===== config.mk =====
export PLATFORM = sky130hd
export DESIGN_NAME = dq_ref_cal
export DESIGN_NICKNAME = d
export VERILOG_FILES = /design/src/logic/dq_ref_cal_pkg.sv /design/src/logic/pin_sync.sv /design/src/logic/dq_ref_cal.sv
export SDC_FILE = /design/constraint.sdc
export NUM_CORES = 1
export LEC_CHECK = 0
export BUFFER_PORTS_ARGS = -buffer_cell sky130_fd_sc_hd__buf_2
export CORE_MARGIN = 5
export CORE_UTILIZATION = 40
export CTS_CLUSTER_DIAMETER = 120
export DETAILED_ROUTE_END_ITERATION = 8
export PLACE_DENSITY = 0.55
export SLEW_MARGIN = 20
export SYNTH_ARGS = -nofsm -noshare
export SYNTH_HDL_FRONTEND = slang
export SYNTH_SLANG_ARGS = --single-unit

===== constraint.sdc =====
create_clock -name ref_clk_in -period 2.8 [get_ports ref_clk_in]
set_clock_uncertainty 0.05 [all_clocks]
set_input_delay 0 -clock ref_clk_in [delete_from_list [all_inputs] [get_ports ref_clk_in]]
set_output_delay 0 -clock ref_clk_in [all_outputs]
set_load 0.01 [all_outputs]

===== src/logic/dq_ref_cal_pkg.sv =====
/*
 Constants for the DQ input reference calibration control block:
 command pin encodings, reference mode register fields, reset values and timing counts.
 Assumes a 200 MHz core clock that samples the memory command pins.
*/
// Contract
// - Lower range value write loads trial code
// - Upper range value write loads trial code
// - Write with bit 7 clear ends calibration
// - Connectivity test forces half-supply reference
// - Entry by bit 7 set, bit 6 range
// - Bit 7 clear leaves bits 6:0 unchanged
// - Last accepted value stays after exit
package dq_ref_cal_pkg;
	// ==========================================================
	// Timing
	localparam int CLK_PERIOD_PS = 5000;
	localparam int ENTRY_DELAY_NS = 150;
	localparam int EXIT_DELAY_NS = 150;
	localparam int ENTRY_DELAY_CYC = (ENTRY_DELAY_NS * 1000 + CLK_PERIOD_PS - 1) / CLK_PERIOD_PS;
	localparam int EXIT_DELAY_CYC = (EXIT_DELAY_NS * 1000 + CLK_PERIOD_PS - 1) / CLK_PERIOD_PS;
	localparam int CNT_W = 8;

	// ==========================================================
	// Reference mode register fields
	localparam int ENABLE_BIT = 7;
	localparam int RANGE_BIT = 6;
	localparam int CODE_MSB = 5;
	localparam int CODE_W = 6;
	localparam logic RANGE_RESET = 1'h0;
	localparam logic [5:0] CODE_RESET = 6'h00;
	// Half-supply marker code shown while connectivity test holds the reference
	localparam logic [6:0] HALF_SUPPLY_SEL = 7'h7F;

	// ==========================================================
	// Command encodings {ras_n, cas_n, we_n} with chip select low and act_n high
	localparam logic [3:0] CMD_ACT_MASK = 4'h0;
	localparam logic [2:0] CMD_MRS = 3'h0;
	localparam logic [2:0] CMD_WR = 3'h4;
	localparam logic [2:0] CMD_RD = 3'h5;
	localparam logic [2:0] CMD_PRE = 3'h2;
	// Bank group / bank address selecting the reference mode register
	localparam logic BG0_REF_MR = 1'h1;
	localparam logic [1:0] BA_REF_MR = 2'h2;

	// ==========================================================
	// Sampled pin bundle layout, clock on top and test enable at bit 0
	localparam int PIN_W = 18;
	localparam int PIN_CLK = 17;
	localparam int PIN_CS_N = 16;
	localparam int PIN_ACT_N = 15;
	localparam int PIN_RCW_LSB = 12;
	localparam int PIN_BG0 = 11;
	localparam int PIN_BA_LSB = 9;
	localparam int PIN_ADDR_LSB = 1;
	localparam int PIN_TEN = 0;

	typedef enum logic [1:0] {
		ST_NORMAL,
		ST_ENTRY_WAIT,
		ST_CAL,
		ST_EXIT_WAIT
	} cal_state_e;
endpackage


===== src/logic/pin_sync.sv =====
/*
 Two-stage synchroniser for a bundle of level inputs.
 Assumes each bit is stable for many destination clocks around the point of use.
*/
`timescale 1ns/10ps
module pin_sync #(
	parameter int WIDTH = 1
) (
	input wire logic ref_clk_in,
	input wire logic rst_n_in,
	input wire logic [WIDTH-1:0] async_in,
	output logic [WIDTH-1:0] sync_out
);
	logic [WIDTH-1:0] meta_ff;

	// ==========================================================
	// First stage feeds only the second stage
	always_ff @(posedge ref_clk_in) begin
		if (!rst_n_in) begin
			meta_ff <= '0;
			sync_out <= '0;
		end else begin
			meta_ff <= async_in;
			sync_out <= meta_ff;
		end
	end
endmodule


===== src/logic/dq_ref_cal.sv =====
/*
 DQ input reference calibration control, device side.
 Samples the memory clock and command pins with the core clock, decodes reference
 mode register writes and tracks calibration mode entry, value loads and exit.
 Assumes the memory clock is far slower than the core clock so pins are stable at edges.
*/
`timescale 1ns/10ps
module dq_ref_cal #(
	parameter int ENTRY_CYC = dq_ref_cal_pkg::ENTRY_DELAY_CYC,
	parameter int EXIT_CYC = dq_ref_cal_pkg::EXIT_DELAY_CYC
) (
	input wire logic ref_clk_in,
	input wire logic rst_n_in,
	input wire logic mem_clk_in,
	input wire logic cs_n_in,
	input wire logic act_n_in,
	input wire logic ras_n_in,
	input wire logic cas_n_in,
	input wire logic we_n_in,
	input wire logic bg0_in,
	input wire logic [1:0] ba_in,
	input wire logic [7:0] addr_in,
	input wire logic connectivity_test_enable_pin_in,
	output logic cal_active_out,
	output logic cal_busy_out,
	output logic [6:0] dq_input_reference_level_out,
	output logic ref_half_supply_out,
	output logic cmd_error_out
);
	// ==========================================================
	// Block state
	typedef struct packed {
		dq_ref_cal_pkg::cal_state_e state;
		logic [dq_ref_cal_pkg::CNT_W-1:0] cnt;
		logic clk_prev;
		logic range;
		logic [5:0] code;
		logic active;
		logic busy;
		logic [6:0] level;
		logic half;
		logic err;
	} cal_s;

	// Registered state and its next value
	cal_s cur_ff;
	cal_s nxt_cur;
	logic [dq_ref_cal_pkg::PIN_W-1:0] pins_raw;
	logic [dq_ref_cal_pkg::PIN_W-1:0] pins;

	// ==========================================================
	// Pin sampling
	// One bundle, clock on top; order must match the package layout
	assign pins_raw = {
		mem_clk_in,
		cs_n_in,
		act_n_in,
		ras_n_in,
		cas_n_in,
		we_n_in,
		bg0_in,
		ba_in,
		addr_in,
		connectivity_test_enable_pin_in
	};

	// Every pin passes two flops, so clock and command lag alike
	pin_sync #(
		.WIDTH(dq_ref_cal_pkg::PIN_W)
	) u_sync (
		.ref_clk_in(ref_clk_in),
		.rst_n_in(rst_n_in),
		.async_in(pins_raw),
		.sync_out(pins)
	);

	// ==========================================================
	// Synchronised pin fields
	// Command fields are only trusted at a detected clock rise
	logic s_clk;
	logic s_cs_n;
	logic s_act_n;
	logic [2:0] s_rcw;
	logic s_bg0;
	logic [1:0] s_ba;
	logic [7:0] s_addr;
	logic s_ten;

	assign s_clk = pins[dq_ref_cal_pkg::PIN_CLK];
	assign s_cs_n = pins[dq_ref_cal_pkg::PIN_CS_N];
	assign s_act_n = pins[dq_ref_cal_pkg::PIN_ACT_N];
	assign s_rcw = pins[dq_ref_cal_pkg::PIN_RCW_LSB +: 3];
	assign s_bg0 = pins[dq_ref_cal_pkg::PIN_BG0];
	assign s_ba = pins[dq_ref_cal_pkg::PIN_BA_LSB +: 2];
	assign s_addr = pins[dq_ref_cal_pkg::PIN_ADDR_LSB +: 8];
	assign s_ten = pins[dq_ref_cal_pkg::PIN_TEN];

	// ==========================================================
	// Command decoding
	// Enable bit of a reference register write; clear means exit
	function automatic logic mr_enable(input logic [7:0] a);
		return a[dq_ref_cal_pkg::ENABLE_BIT];
	endfunction

	// Command that is legal while calibrating
	// NOP with chip select low is outside the legal set, so it is flagged
	function automatic logic cal_legal(input logic cs_n, input logic act_n, input logic [2:0] rcw,
		input logic is_ref_mr);
		logic ok;
		ok = 1'b0;
		if (cs_n) begin
			ok = 1'b1;
		end else if (!act_n) begin
			ok = 1'b1;
		end else begin
			case (rcw)
				dq_ref_cal_pkg::CMD_WR: ok = 1'b1;
				dq_ref_cal_pkg::CMD_RD: ok = 1'b1;
				dq_ref_cal_pkg::CMD_PRE: ok = 1'b1;
				dq_ref_cal_pkg::CMD_MRS: ok = is_ref_mr;
				default: ok = 1'b0;
			endcase
		end
		return ok;
	endfunction

	// ==========================================================
	// Command qualification
	logic edge_seen;
	logic cmd_valid;
	logic ref_mrs;

	// Rising memory clock edge qualifies one command
	assign edge_seen = s_clk & ~cur_ff.clk_prev;
	assign cmd_valid = edge_seen & ~s_cs_n;
	assign ref_mrs = cmd_valid & s_act_n & (s_rcw == dq_ref_cal_pkg::CMD_MRS)
		& (s_bg0 == dq_ref_cal_pkg::BG0_REF_MR) & (s_ba == dq_ref_cal_pkg::BA_REF_MR);

	// ==========================================================
	// Next-state logic
	always_comb begin
		nxt_cur = cur_ff;
		nxt_cur.clk_prev = s_clk;
		nxt_cur.err = 1'b0;
		// One down-counter serves both the entry and the exit delay
		if (cur_ff.cnt != '0) begin
			nxt_cur.cnt = cur_ff.cnt - 1'b1;
		end
		case (cur_ff.state)
			dq_ref_cal_pkg::ST_NORMAL: begin
				// Entry write takes range only, code bits ignored
				if (ref_mrs && mr_enable(s_addr)) begin
					nxt_cur.range = s_addr[dq_ref_cal_pkg::RANGE_BIT];
					nxt_cur.state = dq_ref_cal_pkg::ST_ENTRY_WAIT;
					nxt_cur.cnt = dq_ref_cal_pkg::CNT_W'(ENTRY_CYC);
				end
			end
			dq_ref_cal_pkg::ST_ENTRY_WAIT: begin
				// Any command before the entry delay is a violation
				if (cmd_valid) begin
					nxt_cur.err = 1'b1;
				end
				if (cur_ff.cnt == '0) begin
					nxt_cur.state = dq_ref_cal_pkg::ST_CAL;
				end
			end
			dq_ref_cal_pkg::ST_CAL: begin
				if (edge_seen && !cal_legal(s_cs_n, s_act_n, s_rcw, ref_mrs)) begin
					nxt_cur.err = 1'b1;
				end
				if (ref_mrs && mr_enable(s_addr)) begin
					// Range is frozen; a mismatching range bit is flagged, not taken
					if (s_addr[dq_ref_cal_pkg::RANGE_BIT] != cur_ff.range) begin
						nxt_cur.err = 1'b1;
					end
					nxt_cur.code = s_addr[dq_ref_cal_pkg::CODE_MSB:0];
				end else if (ref_mrs) begin
					// Exit leaves range and code untouched
					nxt_cur.state = dq_ref_cal_pkg::ST_EXIT_WAIT;
					nxt_cur.cnt = dq_ref_cal_pkg::CNT_W'(EXIT_CYC);
				end
			end
			dq_ref_cal_pkg::ST_EXIT_WAIT: begin
				// Only deselects until the exit delay elapses
				if (cmd_valid) begin
					nxt_cur.err = 1'b1;
				end
				if (cur_ff.cnt == '0) begin
					nxt_cur.state = dq_ref_cal_pkg::ST_NORMAL;
				end
			end
			default: begin
				nxt_cur.state = dq_ref_cal_pkg::ST_NORMAL;
			end
		endcase
		nxt_cur.active = (nxt_cur.state != dq_ref_cal_pkg::ST_NORMAL);
		nxt_cur.busy = (nxt_cur.state == dq_ref_cal_pkg::ST_ENTRY_WAIT)
			|| (nxt_cur.state == dq_ref_cal_pkg::ST_EXIT_WAIT);
		// Test mode overrides whatever code is programmed
		nxt_cur.half = s_ten;
		nxt_cur.level = s_ten ? dq_ref_cal_pkg::HALF_SUPPLY_SEL : {nxt_cur.range, nxt_cur.code};
	end

	// ==========================================================
	// State register
	always_ff @(posedge ref_clk_in) begin
		if (!rst_n_in) begin
			// Clock history starts low, matching the idle memory clock
			cur_ff <= '{
				state: dq_ref_cal_pkg::ST_NORMAL,
				cnt: '0,
				clk_prev: 1'b0,
				range: dq_ref_cal_pkg::RANGE_RESET,
				code: dq_ref_cal_pkg::CODE_RESET,
				active: 1'b0,
				busy: 1'b0,
				level: {dq_ref_cal_pkg::RANGE_RESET, dq_ref_cal_pkg::CODE_RESET},
				half: 1'b0,
				err: 1'b0
			};
		end else begin
			cur_ff <= nxt_cur;
		end
	end

	// ==========================================================
	// Outputs straight from the state register
	assign cal_active_out = cur_ff.active;
	assign cal_busy_out = cur_ff.busy;
	assign dq_input_reference_level_out = cur_ff.level;
	assign ref_half_supply_out = cur_ff.half;
	assign cmd_error_out = cur_ff.err;
endmodule


# Word level (Yosys, flattened, before mapping)
# Index checks and enable logic that the tools add are counted.
# totals
register_bits,65
input_bits,20
out_inout_bits,11
wordCells,64
# classes
addsub,1
n_eq_ne,10
n_mux,22
n_bitwise,8
n_reduce_logical,11
# ops
cell,n
10-bit two-way mux,3
8-bit case mux with 2 select lines,1
6-bit two-way mux,2
1-bit two-way mux,9
"2-bit == test, second input constant",4
8-bit zero test,1
8-bit two-way mux,1
2-bit case mux with 4 select lines,1
8-bit nonzero test,1
"8-bit by 1-bit subtractor with 8-bit output, second input constant",1
7-bit two-way mux,1
1-bit AND,6
"3-bit == test, second input constant",2
"2-bit by 1-bit == test with 1-bit output, second input constant",2
2-bit two-way mux,2
1-bit case mux with 2 select lines,2
"3-bit by 2-bit == test with 1-bit output, second input constant",1
3-bit zero test,1
3-bit OR reduction,1
1-bit logical AND,2
2-bit zero test,1
1-bit NOT,2
2-bit nonzero test,1
2-bit OR reduction,1
other kinds (3),3

# Logic depth before layout (Yosys ltp)
# Gate-level depths: netlist of run 1.
# depth
ltp_word,17
ltp_mapped,5
depth_no_buf,5

# Hierarchy
# Synthesis of run 1 repeated with hierarchy kept, for this count alone.
# hier_totals
cells_unflattened,200
hier_area_um2,2255.9
# modules_own_cells
module,n_inst,cells_per_inst,area_each_um2,seq_area_each_um2
dq_ref_cal,1,125,1249.9,560.5
pin_sync,1,75,1006.0,720.7

# Least setup slack after synthesis of run 1
# No wires, ideal clock.
# synth_path
path_type,register to register
start,register cur_ff[18] (netlist name)
end,register cur_ff (netlist bit dq_input_reference_level_out[5])
setup_ns,0.115
arrival_ns,1.721
t_required_ns,2.635
slack_ns,0.915
stages_incl_launch_ff,6
path_buffers,1
period_less_slack_ns,1.885
path_cell_list,dfxtp_1 -> or3b_1 -> buf_2 -> nor4_4 -> mux2_4 -> o21a_1
# synth_between
elab_chain_cells,11
# synth_lines
element,line_no,rtl
"start, declared",dq_ref_cal.sv:46,cal_s cur_ff;
"start signal, assigned",dq_ref_cal.sv:209,cur_ff <= '{
"start signal, assigned",dq_ref_cal.sv:222,cur_ff <= nxt_cur;
1-bit NOT,dq_ref_cal.sv:134,assign edge_seen = s_clk & ~cur_ff.clk_prev;
1-bit AND,dq_ref_cal.sv:134,
1-bit AND,dq_ref_cal.sv:135,assign cmd_valid = edge_seen & ~s_cs_n;
1-bit AND (2 in a row),dq_ref_cal.sv:136,assign ref_mrs = cmd_valid & s_act_n & (s_rcw == dq_ref_cal_pkg::CMD_MRS)
1-bit AND (2 in a row),dq_ref_cal.sv:137,& (s_bg0 == dq_ref_cal_pkg::BG0_REF_MR) & (s_ba == dq_ref_cal_pkg::BA_REF_MR);
1-bit logical AND,dq_ref_cal.sv:171,if (ref_mrs && mr_enable(s_addr)) begin
6-bit two-way mux,dq_ref_cal.sv:171,
6-bit two-way mux,dq_ref_cal.sv:149,case (cur_ff.state)
7-bit two-way mux,dq_ref_cal.sv:201,"nxt_cur.level = s_ten ? dq_ref_cal_pkg::HALF_SUPPLY_SEL : {nxt_cur.range, nxt_cur.code};"
# Every way passes these cells.
# A chain may end at the register's enable or synchronous reset.

# Final worst setup path of run 1
# Same ends and word-level chain as after synthesis.

==> results of run 1 <==
## layout make-up
cell class,instances,area [um^2],share of cell area
inverters,5,18.77,0.006890
well taps,70,87.58,0.03215
flip-flops and latches,64,1281,0.4704
clock inverters,7,95.09,0.03491
clock buffers,9,123.9,0.04548
multi-input cells,116,779.5,0.2862
repair buffers,49,337.8,0.1240
## worst max-delay path, cell delays in order (launching register included)
cell,delay [ps]
dfxtp_1,300
or3b_1,470
nor4_4,570
mux2_4,350
o21a_1,160
## synthesized netlist by cell type (4+ instances only)
| library cell | number | area [um^2] |
|---|---|---|
| nand3_1 | 5 | 25.02 |
| a21oi_1 | 7 | 35.03 |
| xnor2_1 | 5 | 43.79 |
| xor2_1 | 5 | 43.79 |
| inv_1 | 4 | 15.01 |
| buf_4 | 7 | 52.55 |
| mux2i_1 | 7 | 70.07 |
| clkbuf_1 | 7 | 26.28 |
| and2_1 | 38 | 237.7 |
| nor2_1 | 14 | 52.55 |
| nand2_1 | 5 | 18.77 |
| dfxtp_1 | 64 | 1281 |
## final timing paths
path / endpoint / slack, ps / depth (start not counted)
hold / removal: dq_input_reference_level_out[5]$_SDFF_PN0_ / 160 / 2
setup reg to reg: dq_input_reference_level_out[5]$_SDFF_PN0_ / 790 / 4
setup / recovery: dq_input_reference_level_out[5]$_SDFF_PN0_ / 790 / 4
hold reg to reg: u_sync.sync_out[3]$_SDFF_PN0_ / 380 / 1
## power by group through the flow
stage               sequential (uW)  combinational [uW]  clock (uW)
floorplan                      1050                 298           0
global placement               1060                 351           0
detailed placement             1060                 352           0
CTS                            1040                 376         877
global route                   1050                 426         921
finish                         1040                 377         851
## what timing repair did
item / 4_1_cts / 5_1_grt
endpoints found under the hold margin: 18 / 0
hold buffers: 18 / 0
endpoints found under the setup margin: 0 / 0
## logic make-up after synthesis
logic type / Yosys count / share of synthesized area
and+or+nand+nor: 79 / 0.2209
muxes: 8 / 0.03933
xor gates and xnor gates: 10 / 0.04048
AOI/OAI and AO/OA: 17 / 0.04800
buffers and inverters: 20 / 0.04742
adders and majority gates: 2 / 0.01157
DFF: 64 / 0.5923
## metrics by stage
step	cells	utilization	worst slack [ps]	area, um^2	power (uW)
CTS	320	0.5266	782.2	2724	2293
global route	320	0.5266	698.0	2724	2400
floorplan	200	-	914.6	2163	1348
global placement	286	0.4494	775.1	2325	1413
detailed placement	286	0.4494	803.0	2325	1413
finish	320	0.5266	790.4	2724	2269
## state kept, by name, summed over array words and instances, names as in the netlist
name / flops
cal_active_out: 1
dq_input_reference_level_out: 7
cal_busy_out: 1
ref_half_supply_out: 1
u_sync.meta_ff: 18
u_sync.sync_out: 18
cur_ff: 17
cmd_error_out: 1
## routing by layer
layer	vias up	global-route usage	wire length [um]
li1	743	-	-
met1	611	0.1465	1679
met2	36	0.1633	1507
met3	6	0.04936	222
met4	0	0.05702	51
met5	-	0	0
## cells in the final DEF, fill, tap and decap left out, drive strengths merged, types with 7 or more instances in the layout
cell type,instances
nor2,14
clkbuf,9
and2,38
buf,31
a21oi,7
mux2i,7
dlygate4sd3,18
dfxtp,64
==> reports/metrics.yaml, run 1 <==
outcome: "finished, final reports clean"
ios: 31
num_vias: 1396
die_h_um: 83.54
syn_area_per_cell_um2: 10.82
cts-root-buf: "clkbuf_8"
seqPwrFrac: 0.459
drt-pass1-iter-count: 4
fin_crit_ps: 2010
rsz0062_at_grt: "false"
drive_gt1_frac: 0.2040
grt_pass1_wl_mm: 6.354
crit_path_max_fanout: 7
hold_class: "in -> reg"
ys.flop_type: "dfxtp_1"
dpl.hpwl_mm: 2.163
end_kind: "flip-flop"
r2r-start: "cur_ff[18]$_SDFF_PN0_"
cts_buffer_depth: 2
synth_cell_types: 38
finalHoldViolCount: 0
post_cts_buffers: 0
worstSetupPathType: "reg -> reg"
grtUsageTotal: 0.1143
ys_seq_elements: 64
area_growth_pct: 25.91
synthArstFlopShare: 0
cts_sinks: 64
ir_drop_mv: 0.3962
min_from: "rst_n_in"
cts_tree: "done"
intPower_uw: 1684
layout.nets: 267
tightest_slew_ps: 711.1
clk_latency_ps: 340
io_buffer_count: 30
antenna_left: 0
initial_core_util: 0.4182
cts_resized: 0
maxCapViolCount: 0
clkPwrFrac: 0.375
htree_levels: 3
slew_violations: 0
clkTransAtPathRegs_ps: 70
overflow: 0
start_kind: "flip-flop"
arrival_ps: 2190
antenna_cells: 0
combPwrFrac: 0.166
fillers: 471
p_leak_uw: 0.001142
period_share: 0.7177
ys_seq_area_frac: 0.5922
num_rows: 26
grt_max_degree: 47
drt_iter0_drc: 36
startpoint: "cur_ff[18]$_SDFF_PN0_"
finalSetupViolCount: 0
totalWireLength_mm: 3.461
max_freq_mhz: 497.6
cts_buffers: 9
crit_required_ps: 2980
power.share.switching: 0.2576
routedWlPerCell_um: 10.82
die-area_um2: 6979
power_density_nw_per_um2: 832.9
synth_area_um2: 2163
tns_ps: 0
vias_per_cell: 4.363
p_sw_uw: 584.5
place.gp.congestion: 0.7784
yosysWarnings: 0
timing.hold.ws_ps: 161.6
relSlewSlack: 0.5216
route.detailed.drc: 0
grt_pass1_vias: 1404
core_area_um2: 5172
synth_edf_count: 0
synth_fp_nets: 222
die_x_um: 83.54
syn_inst: 200
antenna_found_initial: 0
(Power assumes the default switching activity.)
==> inputs of run 2 (changes only) <==
clock period = 2.1 ns   (was 2.8 ns; I/O delays follow)
==> run 2 against run 1 <==
  * Critical path depth increased by 1
  * Critical path type unchanged
  * Design area about the same
  * Sequential power increased by 34%
  * First-iteration DRC count decreased by 36%
  * Sequential share of layout area about the same
==> reports/metrics.yaml, run 2 (synthesis gave the netlist of run 1 again) <==
crit_path_max_fanout: 5  # was 7
cts_resized: 0  # unchanged
tightest_slew_ps: 426.2  # was 711.1 ps
die_x_um: 83.54  # unchanged
cts_sinks: 64  # unchanged
dpl.hpwl_mm: 2.249  # was 2.163 mm
seqPwrFrac: 0.476  # was 0.459
num_rows: 26  # unchanged
overflow: 0  # unchanged
ios: 31  # unchanged
combPwrFrac: 0.183  # was 0.166
worstSetupPathType: "reg -> reg"  # unchanged
antenna_cells: 0  # unchanged
clkTransAtPathRegs_ps: 60  # was 70 ps
vias_per_cell: 4.362  # was 4.363
power_density_nw_per_um2: 1070  # was 832.9 nW/um^2
p_leak_uw: 0.001152  # was 0.001142 uW
dp_cells: 290  # was 286
grt_max_degree: 26  # was 47
fillers: 469  # was 471
p_sw_uw: 741.9  # was 584.5 uW
cts_buffer_depth: 2  # unchanged
cts-root-buf: "clkbuf_8"  # unchanged
totalWireLength_mm: 3.535  # was 3.461 mm
route.detailed.drc: 0  # unchanged
layout.nets: 271  # was 267
power.share.switching: 0.2548  # was 0.2576
hold_class: "in -> reg"  # unchanged
grtUsageTotal: 0.1126  # was 0.1143
antenna_left: 0  # unchanged
finalHoldViolCount: 0  # unchanged
core_area_um2: 5172  # unchanged
initial_core_util: 0.4182  # unchanged
antenna_found_initial: 0  # unchanged
end_kind: "flip-flop"  # unchanged
outcome: "finished, final reports clean"  # unchanged
arrival_ps: 1980  # was 2190 ps
rsz0062_at_grt: "false"  # unchanged
crit_required_ps: 2270  # was 2980 ps
clkPwrFrac: 0.341  # was 0.375
placed_area_um2: 2355  # was 2325 um^2
place.gp.congestion: 0.7840  # was 0.7784
tns_ps: 0  # unchanged
period_share: 0.8631  # was 0.7177
drive_gt1_frac: 0.2095  # was 0.2040
start_kind: "flip-flop"  # unchanged
final_common_cell: "dfxtp_1"  # unchanged
die-area_um2: 6979  # unchanged
area_growth_pct: 25.80  # was 25.91%
layout.cells.most_common_list: "dfxtp_1 (64), and2_1 (38), buf_2 (30), dlygate4sd3_1 (18), nor2_1 (14)"  # unchanged
htree_levels: 3  # unchanged
die_h_um: 83.54  # unchanged
cts_buffers: 9  # unchanged
finalSetupViolCount: 0  # unchanged
routedWlPerCell_um: 10.94  # was 10.82 um
relSlewSlack: 0.7137  # was 0.5216
finalInstanceArea_um2: 2721  # was 2724 um^2
grt_pass1_wl_mm: 6.065  # was 6.354 mm
max_freq_mhz: 551.8  # was 497.6 MHz
ir_drop_mv: 0.4900  # was 0.3962 mV
maxCapViolCount: 0  # unchanged
final_cell_count_no_fill: 323  # was 320
num_vias: 1409  # was 1396
drt_iter0_drc: 23  # was 36
reg_top3: "u_sync.meta_ff x18, u_sync.sync_out x18, cur_ff x17"  # unchanged
fin_crit_ps: 1812  # was 2010 ps
slew_violations: 0  # unchanged
io_buffer_count: 30  # unchanged
clk_latency_ps: 330  # was 340 ps
grt_pass1_vias: 1336  # was 1404
drt-pass1-iter-count: 4  # unchanged
cts_tree: "done"  # unchanged
intPower_uw: 2169  # was 1684 uW
-- run 2: changes by cell type in the layout (fill, tap and decap cells not counted) --
cell	previous run	this run
buf_4	1	5
clkbuf_1	0	1
bufinv_16	2	1
clkinv_2	2	3
clkinvlp_4	1	0
inv_6	1	0
clkbuf_8	9	10
clkinv_4	1	0
-- run 2: final cells by class --
class                   instances  area [um^2]  share of cell area
repair buffers                 53        367.9              0.1352
flip-flops and latches         64         1281              0.4708
inverters                       5        18.77            0.006897
well taps                      70        87.58             0.03218
multi-input cells             116        779.5              0.2864
clock buffers                  11        141.4             0.05195
clock inverters                 4        45.04             0.01655
-- run 2: final timing paths --
path / from / to / slack, ps / cells after the start
max: cur_ff[18]$_SDFF_PN0_ / dq_input_reference_level_out[1]$_SDFF_PN0_ / 290 / 5
min: rst_n_in / dq_input_reference_level_out[5]$_SDFF_PN0_ / 40 / 2
max reg2reg: cur_ff[18]$_SDFF_PN0_ / dq_input_reference_level_out[1]$_SDFF_PN0_ / 290 / 5
min reg2reg: u_sync.meta_ff[4]$_SDFF_PN0_ / u_sync.sync_out[4]$_SDFF_PN0_ / 380 / 1
-- run 2: power by group through the flow --
stage	combinational (uW)	sequential, uW	clock [uW]
2_1_floorplan	397	1400	0
5_1_grt	606	1400	1090
4_1_cts	536	1390	1030
3_3_place_gp	502	1420	0
6_report	532	1390	993
3_5_place_dp	503	1420	0
-- run 2: timing repair --
item,CTS,global route
setup buffers,0,0
hold buffers,18,0
hold endpoints to repair,18,0
-- run 2: metrics by stage --
step	util	hold slack, ps	setup slack (ps)	total power (uW)
final	0.5261	39.37	287.6	2911
after global routing	0.5261	43.72	181.1	3101
after CTS	0.5261	24.50	283.1	2954
after detailed placement	0.4552	158.9	293.7	1919
after global placement	0.4552	156.0	325.0	1919
after floorplan	-	77.29	214.6	1797
-- run 2: critical path: stages, from the launching register on --
cell     delay, ps
dfxtp_1        300
or3b_1         470
nor4_4         320
buf_4          220
mux2i_1        240
a21oi_1         90
-- run 2: layer usage --
metal  vias up  global-route usage  routed length [um]  part of all wire
li1        744                   -                   -                 -
met1       627              0.1350                1666              0.47
met2        29              0.1589                1562              0.44
met3         9             0.05133                 224             0.063
met4         0             0.07895                  82             0.023
met5         -                   0                   0                 0
